**config.mk**
```make
export PLATFORM = sky130hd
export DESIGN_NAME = gsc_counter
export DESIGN_NICKNAME = d
export VERILOG_FILES = /design/src/shared/gsc_pkg.sv /design/src/logic/gsc_counter.sv
export VERILOG_INCLUDE_DIRS = /design/src /design/src/shared
export SDC_FILE = /design/constraint.sdc
export NUM_CORES = 1
export LEC_CHECK = 0
export ABC_AREA = 1
export ABC_CLOCK_PERIOD_IN_PS = 2150
export BUFFER_PORTS_ARGS = -buffer_cell sky130_fd_sc_hd__buf_2
export CELL_PAD_IN_SITES_DETAIL_PLACEMENT = 1
export CELL_PAD_IN_SITES_GLOBAL_PLACEMENT = 2
export CORE_ASPECT_RATIO = 1.25
export CORE_UTILIZATION = 30
export DETAILED_ROUTE_END_ITERATION = 6
export PLACE_DENSITY_LB_ADDON = 0.1
export REMOVE_ABC_BUFFERS = 1
export SYNTH_ARGS = -nofsm -noshare
export SYNTH_HDL_FRONTEND = slang
export SYNTH_SLANG_ARGS = --single-unit
export TNS_END_PERCENT = 100
```
**constraint.sdc**
```tcl
create_clock -name clk -period 2.15 [get_ports clk]
set_input_delay 0.3225 -clock clk [delete_from_list [all_inputs] [get_ports clk]]
set_output_delay 0.3225 -clock clk [all_outputs]
set_load 0.05 [all_outputs]
```
**src/shared/gsc_defs.svh**
```systemverilog
`ifndef GSC_DEFS_SVH
`define GSC_DEFS_SVH
// register byte addresses
`define GSC_ADDR_CTRL     12'h000
`define GSC_ADDR_GATE     12'h004
`define GSC_ADDR_COUNT    12'h008
`define GSC_ADDR_CAPCOMP  12'h00C
`define GSC_ADDR_PERIOD   12'h010
`define GSC_ADDR_OPTION   12'h014
`define GSC_ADDR_IRQ      12'h018
`define GSC_ADDR_STATUS   12'h01C
// ctrl fields
`define GSC_CTRL_ON       0
`define GSC_CTRL_SYNCDIS  1
`define GSC_CTRL_EXTCLK   2
`define GSC_CTRL_CMPEN    3
`define GSC_CTRL_SPECIAL  4
`define GSC_CTRL_CAPEN    5
// gate fields
`define GSC_GATE_EN       0
`define GSC_GATE_POL      1
`define GSC_GATE_SS_LO    2
// irq fields
`define GSC_IRQ_FLAG      0
`define GSC_IRQ_IE        1
`define GSC_IRQ_PERIPH    2
`define GSC_IRQ_GLOBAL    3
// option fields
`define GSC_OPT_ASSIGN    3
`define GSC_OPT_RESET     8'hFF
`define GSC_WDOG_BASE     16'h00FF
`endif

```
**src/shared/gsc_pkg.sv**
```systemverilog
package gsc_pkg;
	typedef enum logic [1:0] {
		GSC_SRC_PIN   = 2'b00,
		GSC_SRC_T8    = 2'b01,
		GSC_SRC_PER   = 2'b10,
		GSC_SRC_WDOG  = 2'b11
	} gsc_src_type;
	typedef enum logic [1:0] {
		GSC_BUS_IDLE = 2'b01,
		GSC_BUS_DATA = 2'b10
	} gsc_bus_type;
	typedef struct packed {
		logic [31:0] rdata;
		logic        ready;
	} gsc_ahbout_type;
	typedef struct packed {
		logic        wdogTick;
		logic        wakeUp;
		logic        coreIrq;
		logic        cmpEvent;
	} gsc_evout_type;
endpackage

```
**src/logic/gsc_counter.sv**
```systemverilog
// Our own choices: the AHB-Lite slave port and the address map.
`timescale 1ns/1ps
// Functional notes
// - gate enabled and active: count on each counter clock edge
// - polarity 0 counts on low gate, 1 counts on high gate
// - gate inactive: count holds
// - source field: 00 pin, 01 8-bit overflow, 10 period match, 11 watchdog
// - 8-bit timer wrap FFh to 00h pulses the gate source
// - period timer resets to 00h after match, pulsing the gate source
// - gate on watchdog source forces watchdog oscillator on; counter still needs counter-on
// - gating-only watchdog gives no reset and no wake
// - prescaler bits choose watchdog timeout; do not change while measuring
// - counter wraps FFFFh to 0000h and sets sticky overflow flag
// - interrupt needs counter on, overflow, peripheral and global enables
// - counting in sleep only in asynchronous external-clock mode
// - in sleep that mode wakes the core on overflow
// - after wake, vector taken when global enable set
// - capture copies count into capture/compare pair on event
// - compare raises event when pair equals count
// - special trigger clears count without setting overflow flag
// - with special trigger the pair acts as period
// - counter write beats the special trigger clear
// - prescaler rate gives watchdog ratio 1:1 to 1:128
module gsc_counter
	import gsc_pkg::*;
(
	// clock and reset
	input  wire logic        clk,
	input  wire logic        nrst,
	// ahb-lite slave
	input  wire logic        hsel,
	input  wire logic [11:0] haddr,
	input  wire logic [1:0]  htrans,
	input  wire logic        hwrite,
	input  wire logic [2:0]  hsize,
	input  wire logic [31:0] hwdata,
	input  wire logic        hready,
	output logic      [31:0] hrdata,
	output logic             hreadyout,
	output logic             hresp,
	// pins and neighbours
	input  wire logic        gateInput,
	input  wire logic        extClkIn,
	input  wire logic        captureEvent,
	input  wire logic        sleepMode,
	// events to core
	output logic             coreIrq,
	output logic             wakeUp,
	output logic             cmpEvent,
	output logic             wdogTick
);
`include "gsc_defs.svh"

	typedef struct packed {
		logic        wrPend;
		logic [11:0] wrAddr;
		logic [31:0] rdata;
		logic [5:0]  ctrl;
		logic [3:0]  gateCfg;
		logic [15:0] count;
		logic [15:0] capcomp;
		logic [7:0]  t8Count;
		logic [7:0]  perCount;
		logic [7:0]  perLimit;
		logic [7:0]  option;
		logic [3:0]  irq;
		logic [2:0]  gateSync;
		logic        pinLevel;
		logic [2:0]  clkSync;
		logic        clkLast;
		logic [22:0] wdogCnt;
		logic        wdogPulse;
		logic        t8Pulse;
		logic        perPulse;
		logic        cmpOut;
		logic        irqOut;
		logic        wakeOut;
	} gsc_state_type;

	gsc_state_type stateReg;
	gsc_state_type stateNext;

	// watchdog terminal count for a given prescaler setting
	function automatic logic [22:0] wdogLimit(input logic [7:0] opt);
		logic [2:0] rate;
		rate = opt[2:0];
		if (opt[`GSC_OPT_ASSIGN]) begin
			wdogLimit = {7'h00, `GSC_WDOG_BASE} << rate;
		end else begin
			wdogLimit = {7'h00, `GSC_WDOG_BASE};
		end
	endfunction

	logic        writeCount;
	logic        srcRaw;
	logic        gateActive;
	logic        clkEdge;
	logic        asyncSleep;
	logic        wdogOn;
	logic        special;
	logic [15:0] cnt;
	logic [16:0] incSum;

	always_comb begin
		stateNext = stateReg;
		writeCount = stateReg.wrPend
			&& (stateReg.wrAddr == `GSC_ADDR_COUNT);
		// bus address phase
		if (hsel && hready && htrans[1]) begin
			stateNext.wrPend = hwrite;
			stateNext.wrAddr = haddr;
			case (haddr)
				`GSC_ADDR_CTRL:    stateNext.rdata = {26'h0, stateReg.ctrl};
				`GSC_ADDR_GATE:    stateNext.rdata = {28'h0, stateReg.gateCfg};
				`GSC_ADDR_COUNT:   stateNext.rdata = {16'h0, stateReg.count};
				`GSC_ADDR_CAPCOMP: stateNext.rdata = {16'h0, stateReg.capcomp};
				`GSC_ADDR_PERIOD:  stateNext.rdata = {16'h0, stateReg.perCount,
					stateReg.perLimit};
				`GSC_ADDR_OPTION:  stateNext.rdata = {24'h0, stateReg.option};
				`GSC_ADDR_IRQ:     stateNext.rdata = {28'h0, stateReg.irq};
				`GSC_ADDR_STATUS:  stateNext.rdata = {24'h0, stateReg.t8Count};
				default:           stateNext.rdata = 32'h0000_0000;
			endcase
		end else begin
			stateNext.wrPend = 1'b0;
		end
		// bus data phase writes
		if (stateReg.wrPend) begin
			case (stateReg.wrAddr)
				`GSC_ADDR_CTRL:    stateNext.ctrl = hwdata[5:0];
				`GSC_ADDR_GATE:    stateNext.gateCfg = hwdata[3:0];
				`GSC_ADDR_CAPCOMP: stateNext.capcomp = hwdata[15:0];
				`GSC_ADDR_PERIOD:  stateNext.perLimit = hwdata[7:0];
				`GSC_ADDR_OPTION:  stateNext.option = hwdata[7:0];
				`GSC_ADDR_IRQ:     stateNext.irq = hwdata[3:0];
				default: begin
				end
			endcase
		end

		// 8-bit timer free-runs; wrap gives a one-cycle pulse
		stateNext.t8Count = stateReg.t8Count + 8'h01;
		stateNext.t8Pulse = (stateReg.t8Count == 8'hFF);
		// period timer resets after matching its limit
		if (stateReg.perCount == stateReg.perLimit) begin
			stateNext.perCount = 8'h00;
			stateNext.perPulse = 1'b1;
		end else begin
			stateNext.perCount = stateReg.perCount + 8'h01;
			stateNext.perPulse = 1'b0;
		end

		// watchdog forced on by gating regardless of counter-on
		wdogOn = stateReg.gateCfg[`GSC_GATE_EN]
			&& (stateReg.gateCfg[3:2] == GSC_SRC_WDOG);
		stateNext.wdogPulse = 1'b0;
		if (wdogOn) begin
			if (stateReg.wdogCnt >= wdogLimit(stateReg.option)) begin
				stateNext.wdogCnt = 23'h00_0000;
				stateNext.wdogPulse = 1'b1;
			end else begin
				stateNext.wdogCnt = stateReg.wdogCnt + 23'h00_0001;
			end
		end else begin
			stateNext.wdogCnt = 23'h00_0000;
		end

		// pin level changes once the second and third stages agree
		stateNext.gateSync = {stateReg.gateSync[1:0], gateInput};
		if (stateReg.gateSync[1] == stateReg.gateSync[2]) begin
			stateNext.pinLevel = stateReg.gateSync[2];
		end
		case (gsc_src_type'(stateReg.gateCfg[3:2]))
			GSC_SRC_PIN:  srcRaw = stateReg.pinLevel;
			GSC_SRC_T8:   srcRaw = stateReg.t8Pulse;
			GSC_SRC_PER:  srcRaw = stateReg.perPulse;
			GSC_SRC_WDOG: srcRaw = stateReg.wdogPulse;
			default:      srcRaw = 1'b0;
		endcase
		// same-clock pulses bypass the synchroniser so one-cycle pulses count
		gateActive = !stateReg.gateCfg[`GSC_GATE_EN]
			|| (srcRaw ~^ stateReg.gateCfg[`GSC_GATE_POL]);

		// counter clock edge: system clock or synchronised external edge
		stateNext.clkSync = {stateReg.clkSync[1:0], extClkIn};
		stateNext.clkLast = stateReg.clkSync[2];
		if (stateReg.ctrl[`GSC_CTRL_EXTCLK]) begin
			clkEdge = stateReg.clkSync[1] && stateReg.clkSync[2]
				&& !stateReg.clkLast;
		end else begin
			clkEdge = 1'b1;
		end
		asyncSleep = stateReg.ctrl[`GSC_CTRL_EXTCLK]
			&& stateReg.ctrl[`GSC_CTRL_SYNCDIS];
		if (sleepMode && !asyncSleep) begin
			clkEdge = 1'b0;
		end

		// main counter
		cnt = stateReg.count;
		incSum = {1'b0, cnt} + 17'h0_0001;
		special = stateReg.ctrl[`GSC_CTRL_CMPEN]
			&& stateReg.ctrl[`GSC_CTRL_SPECIAL]
			&& (stateReg.count == stateReg.capcomp);
		if (writeCount) begin
			stateNext.count = hwdata[15:0];
		end else if (special) begin
			stateNext.count = 16'h0000;
		end else if (stateReg.ctrl[`GSC_CTRL_ON] && clkEdge && gateActive) begin
			stateNext.count = incSum[15:0];
			if (incSum[16]) begin
				stateNext.irq[`GSC_IRQ_FLAG] = 1'b1;
			end
		end

		// capture and compare
		if (stateReg.ctrl[`GSC_CTRL_CAPEN] && captureEvent) begin
			stateNext.capcomp = stateReg.count;
		end
		stateNext.cmpOut = stateReg.ctrl[`GSC_CTRL_CMPEN]
			&& (stateReg.count == stateReg.capcomp);

		// interrupt and wake; watchdog never wakes
		stateNext.irqOut = stateReg.ctrl[`GSC_CTRL_ON]
			&& stateReg.irq[`GSC_IRQ_FLAG] && stateReg.irq[`GSC_IRQ_IE]
			&& stateReg.irq[`GSC_IRQ_PERIPH]
			&& stateReg.irq[`GSC_IRQ_GLOBAL];
		stateNext.wakeOut = sleepMode && asyncSleep
			&& stateReg.ctrl[`GSC_CTRL_ON]
			&& stateReg.irq[`GSC_IRQ_FLAG] && stateReg.irq[`GSC_IRQ_IE]
			&& stateReg.irq[`GSC_IRQ_PERIPH];
	end

	always_ff @(posedge clk or negedge nrst) begin
		if (!nrst) begin
			stateReg <= '0;
			stateReg.option <= `GSC_OPT_RESET;
		end else begin
			stateReg <= stateNext;
		end
	end

	always_comb begin
		hrdata = stateReg.rdata;
		hreadyout = 1'b1;
		hresp = 1'b0;
		coreIrq = stateReg.irqOut;
		wakeUp = stateReg.wakeOut;
		cmpEvent = stateReg.cmpOut;
		wdogTick = stateReg.wdogPulse;
	end

	property p_wrap_sets_flag;
		@(posedge clk) disable iff (!nrst)
		(stateReg.count == 16'hFFFF && stateNext.count == 16'h0000
			&& !special && !writeCount)
		|=> stateReg.irq[`GSC_IRQ_FLAG];
	endproperty
	a_wrap_sets_flag: assert property (p_wrap_sets_flag)
		else $error("wrap did not set flag");

	property p_hold_inactive;
		@(posedge clk) disable iff (!nrst)
		(stateReg.gateCfg[`GSC_GATE_EN] && !gateActive
			&& !writeCount && !special)
		|=> $stable(stateReg.count);
	endproperty
	a_hold_inactive: assert property (p_hold_inactive)
		else $error("count moved while gate inactive");

	property p_special_clear;
		@(posedge clk) disable iff (!nrst)
		(special && !writeCount) |=> (stateReg.count == 16'h0000);
	endproperty
	a_special_clear: assert property (p_special_clear)
		else $error("special trigger did not clear");

	property p_write_wins;
		@(posedge clk) disable iff (!nrst)
		writeCount |=> (stateReg.count == $past(hwdata[15:0]));
	endproperty
	a_write_wins: assert property (p_write_wins)
		else $error("counter write lost");

	property p_irq_gated;
		@(posedge clk) disable iff (!nrst)
		coreIrq |-> $past(stateReg.irq[`GSC_IRQ_GLOBAL])
			&& $past(stateReg.ctrl[`GSC_CTRL_ON]);
	endproperty
	a_irq_gated: assert property (p_irq_gated)
		else $error("interrupt without enables");

	property p_t8_pulse;
		@(posedge clk) disable iff (!nrst)
		(stateReg.t8Count == 8'hFF) |=> stateReg.t8Pulse;
	endproperty
	a_t8_pulse: assert property (p_t8_pulse)
		else $error("8-bit wrap pulse missing");

	property p_per_reset;
		@(posedge clk) disable iff (!nrst)
		(stateReg.perCount == stateReg.perLimit && !stateReg.wrPend)
		|=> (stateReg.perCount == 8'h00) && stateReg.perPulse;
	endproperty
	a_per_reset: assert property (p_per_reset)
		else $error("period timer did not reset");

	property p_wdog_off;
		@(posedge clk) disable iff (!nrst)
		!wdogOn |=> !stateReg.wdogPulse;
	endproperty
	a_wdog_off: assert property (p_wdog_off)
		else $error("watchdog ran while not selected");

	property p_capture;
		@(posedge clk) disable iff (!nrst)
		(stateReg.ctrl[`GSC_CTRL_CAPEN] && captureEvent && !stateReg.wrPend)
		|=> (stateReg.capcomp == $past(stateReg.count));
	endproperty
	a_capture: assert property (p_capture)
		else $error("capture value wrong");

	property p_no_wake_awake;
		@(posedge clk) disable iff (!nrst)
		!sleepMode |=> !wakeUp;
	endproperty
	a_no_wake_awake: assert property (p_no_wake_awake)
		else $error("wake while not sleeping");

	property p_count_step;
		@(posedge clk) disable iff (!nrst)
		(stateReg.ctrl[`GSC_CTRL_ON] && clkEdge && gateActive
			&& !writeCount && !special)
		|=> (stateReg.count == $past(stateReg.count) + 16'h0001);
	endproperty
	a_count_step: assert property (p_count_step)
		else $error("count did not step");

	property p_special_no_flag;
		@(posedge clk) disable iff (!nrst)
		(special && !stateReg.irq[`GSC_IRQ_FLAG]
			&& !(stateReg.wrPend && stateReg.wrAddr == `GSC_ADDR_IRQ))
		|=> !stateReg.irq[`GSC_IRQ_FLAG];
	endproperty
	a_special_no_flag: assert property (p_special_no_flag)
		else $error("special trigger set the flag");

	property p_cmp_event;
		@(posedge clk) disable iff (!nrst)
		(stateReg.ctrl[`GSC_CTRL_CMPEN]
			&& stateReg.count == stateReg.capcomp)
		|=> cmpEvent;
	endproperty
	a_cmp_event: assert property (p_cmp_event)
		else $error("compare event missing");

	property p_sleep_freeze;
		@(posedge clk) disable iff (!nrst)
		(sleepMode && !asyncSleep && !writeCount && !special)
		|=> $stable(stateReg.count);
	endproperty
	a_sleep_freeze: assert property (p_sleep_freeze)
		else $error("count moved in sleep");

	property p_wdog_period;
		@(posedge clk) disable iff (!nrst)
		(wdogOn && stateReg.wdogCnt == wdogLimit(stateReg.option))
		|=> wdogTick;
	endproperty
	a_wdog_period: assert property (p_wdog_period)
		else $error("watchdog tick missing at terminal count");

	property p_wdog_no_wake;
		@(posedge clk) disable iff (!nrst)
		!asyncSleep |=> !wakeUp;
	endproperty
	a_wdog_no_wake: assert property (p_wdog_no_wake)
		else $error("wake outside asynchronous counting");
endmodule

```
Yosys cells after proc, flatten, opt, wreduce, memory -nomap -nowiden
Index checks and enable logic that the tools add are counted.

$add $sub $neg: 4. Multiply operators: 0. Div/mod/pow operators: 0. Order comparisons: 1. Equal/unequal tests: 20. Shift-type cells: 1. Muxes and demuxes: 25. Bitwise operators: 1. Reduce and logical (&&, ||, !) cells: 39.

Operators by type and width (count): $pmux W16 S8 (1); $mux W16 (6); $mux W23 (4); $eq A12 B5 Y1 const B (7); $eq A12 B4 Y1 const B (4); $eq A12 B3 Y1 const B (2); $logic_not A12 Y1 (2); $add A23 B1 Y23 const B (1); $ge A23 B23 Y1 (1); $logic_and A1 B1 Y1 (23); $shl A8 B3 Y23 const A (1); $add A16 B1 Y17 const B (1); $add A8 B1 Y8 const B (2); $eq A16 B16 Y1 (1); $mux W1 (12); $reduce_and A2 Y1 (6); $eq A8 B8 Y1 (1); $eq A8 B8 Y1 const B (1); $mux W8 (1); $eq A2 B2 Y1 const B (2); $pmux W1 S4 (1); $reduce_bool A2 Y1 (2); $logic_not A1 Y1 (3); $reduce_bool A3 Y1 (1); other kinds (5) (5).

Flip-flop bits (word level): 160. Bits in latches: 0. Bits in writable memories: 0. Memory bits (read-only): 0. Input bits: 58. Output and inout port bits: 38. Word-level logic and storage cells: 115. Memories kept: 0.

Longest topological paths before layout
Word-level depth: 9. Depth in mapped cells: 14. Mapped depth without buffers: 14.

Least setup slack after synthesis
No wires, ideal clock.

Kind: register -> register. Start point: register stateReg[44] (netlist name). End point: register stateReg[18] (netlist name). Library setup time: 0.121 ns. Arrival: 2.125 ns. Data required time: 2.029 ns. Path slack: -0.096 ns. Cell stages (with the launch flop): 15. Buffers on the path: 1. Clock period less this slack: 2.246 ns. Cell sequence: dfstp_2 nand2_1 nor2_1 inv_1 nor2_1 inv_1 ha_1 nand2_1 nor2_1 nand3b_1 nor3_1 nand2_1 nand4_2 buf_2 nor2_1.

RTL lines: start: declaration (RTL line gsc_counter.sv:80) `gsc_state_type stateReg;`; start signal: assignment (RTL line gsc_counter.sv:239) `stateReg <= stateNext;`.

==> impl_metrics.py <==
metrics = {
    "pwr": {
        "peakVddDrop_mv": 0.370,
        "power.density_nw_per_um2": 836,
        "total_power_mw": 8.74,
        "p_leak_nw": 5.30,
    },
    "timing": {
        "fmax_ghz": 0.443,
        "rsz0062_at_grt": "yes",
        "relSlewSlack_pct": 66.8,
        "fin_skew_ns": 0.0156,
        "setup_slack_ns": -0.109,
        "worst_slew_pin_slew_ns": 0.496,
        "drv_slew": 0,
        "hold_viol": 0,
        "tns_ns": -1.47,
        "finalSetupViolCount": 16,
        "holdWs_ns": 0.0917,
        "period_needed_ns": 2.26,
        "fin_crit_sh_pct": 105,
    },
    "synth": {
        "yosysTopAreaCell": "dfrtp_1",
        "ys_types": 45,
        "synth_most_common_cell": "nand2_1",
        "synth_top_area_share_pct": 39.2,
        "synthTopCellsByArea": "dfrtp_1, nand2_1, inv_1",
        "syn_avg_cell_area_um2": 7.62,
        "synth_common_cells": "nand2_1, dfrtp_1, inv_1",
        "syn_area_um2": 8670,
        "synth-seq-cells": 144,
        "syn_inst": 1138,
        "synth_edf_count": 0,
        "yosysWarningCount": 0,
        "synthArstFlopShare_pct": 100,
        "ys_seq_area_share_pct": 41.7,
        "ys.flop_type": "dfrtp_1",
    },
    "finish": {
        "final_cells": 1602,
        "final_net_count": 1310,
        "final_util_pct": 36.8,
        "final_area_um2": 10500,
        "syn2layout_area_growth_pct": 20.6,
        "fillers": 3463,
        "drive_gt1_share_pct": 23.7,
        "antenna_cells": 0,
    },
    "setup_path": {
        "critPathSlowestCell": "dfstp_2",
        "critical-path-max-stage-delay_ns": 0.56,
        "cp_data_required_time_ns": 2.46,
        "reg2reg_to": "stateReg[19]",
        "cp_max_fo": 8,
        "end_kind": "register",
        "critical_path_arrival_ns": 2.57,
        "crit_path_frequent_cell": "nor2_4",
        "r2r_cells": 14,
        "ff2ff_setup_slack_ns": -0.11,
        "worstSetupPathType": "register to register",
        "r2r_start": "stateReg[44]",
        "startpoint_type": "register",
        "path_cells": "nand2_4, nor2_4, inv_2, nor2_4, inv_2, ha_4, nand2_4, nor2_4, nand3b_1, nor3_2, nand2_2, nand4_4, clkbuf_16, nor2_4",
    },
    "grt": {
        "grt_start_max_net_pins": 57,
        "gr-total-overflow": 0,
        "grt.total_usage_pct": 19.6,
        "grt_pass1_wl_mm": 43.6,
        "grt_pass1_vias": 7945,
        "grt_antenna_before_repair": 0,
    },
    "placement": {
        "post-place-ws_ns": -0.196,
        "hpwl_mm": 20.6,
        "post_dp_cell_area_um2": 9500,
        "place_congestion": 0.793,
        "port_buffers": 57,
        "dpl.cell_count": 1559,
    },
    "worst_hold_path": {
        "hp-start": "hwrite",
        "holdPathStages": 3,
        "hold-path-endpoint": "stateReg[159]",
        "worstHoldPathType": "primary input to register",
    },
    "die": {
        "core_um2": 28400,
        "initial_core_util_pct": 30.5,
        "die_w_um": 154,
        "die_h_um": 192,
        "row_count": 69,
        "io_pins": 96,
        "die-area_um2": 29600,
    },
    "outcome": {
        "violations": "negative setup slack",
        "status": "complete, but fails checks",
    },
    "clocking": {
        "cts_buffer_depth": 2,
        "htree_levels": 4,
        "cts_tree": "done",
        "insertion_delay_ns": 0.44,
        "cts.sinks": 144,
        "clkSlewWorstSetupHoldPaths_ns": 0.07,
        "root_buffer": "clkbuf_16",
        "cts_buffers": 17,
    },
    "drt": {
        "vias": 7569,
        "wl_mm": 27.2,
        "drtIter0Drc": 274,
        "drt_pass1_iterations": 4,
        "vias_per_cell": 4.72,
        "drcViolationCount": 0,
        "ant_nets": 0,
        "wl_per_cell_um": 17.0,
    },
    "run": {
        "maxCapViolCount": 0,
    },
}
registers in the layout, summed over array words and instances, names as in the netlist:
register and flops:
stateNext 5, hrdata 16, wakeUp 1, coreIrq 1, wdogTick 1, cmpEvent 1, cnt 16, stateReg 103
worst max path at each step:
stage                  from            to  slack (ns)  depth (start not counted)
6_report       stateReg[44]  stateReg[19]       -0.11                         14
5_1_grt        stateReg[44]  stateReg[19]       -0.25                         14
2_1_floorplan  stateReg[44]  stateReg[10]       -0.02                         13
4_1_cts        stateReg[44]  stateReg[10]       -0.17                         14
3_5_place_dp   stateReg[44]  stateReg[13]       -0.20                         14
3_3_place_gp   stateReg[44]  stateReg[14]       -0.11                         14
power by group:
group	switching (mW)	internal, mW	leakage, nW
logic	1.61	0.910	3.29
clock network	1.28	1.52	0.265
registers	0.387	3.03	1.75
area by class of cell:
cell class              count  area (µm²)  area share (%)
flip-flops and latches    144        3610            34.5
clock buffers              19         443            4.23
repair buffers            119         865            8.26
clock inverters            13         104           0.993
inverters                 115         434            4.15
well taps                 355         444            4.25
multi-input cells         837        4560            43.6
worst max-delay path: cells and delay by family, from the launching register on:
family,cells,cell delay [ns]
adders and majority gates,1,0.28
and+or+nand+nor,10,1.00
buffers and inverters,3,0.30
DFF,1,0.56
layout by cell type (no fill, tap or decap), types with 37 or more instances in the layout:
master     n
buf_2     56
buf_4     50
dfrtp_1  136
inv_1     81
nand2_1  372
nand3_1   49
nand4_1   39
nor2_1    60
o21ai_0   51
o21ai_1   37
kinds of logic after synthesis:
group / share of synthesized area [%]
other cells: 0.0866
simple gates: 34.8
flops: 41.7
fa+ha+maj: 2.71
compound gates: 7.34
buf+inv: 10.1
xor+xnor: 3.33
per-layer routing:
layer | up-vias | track usage [%] | share of wire, % | wire (µm)
met3 | 22 | 2.96 | 1.8 | 497
met1 | 3684 | 23.6 | 44 | 11900
li1 | 3792 | - | - | -
met4 | 0 | 6.15 | 1.6 | 437
met2 | 71 | 35.6 | 53 | 14300
met5 | - | 0 | 0 | 0
what timing repair did:
action	in CTS	in global routing
setup buffers	5	2
hold buffers	3	0
cloned	1	0
hold endpoints to repair	48	0
setup endpoints to repair	17	17
gates resized for setup	47	28
pin swaps	17	19
Power figures use the tool's default switching activity.
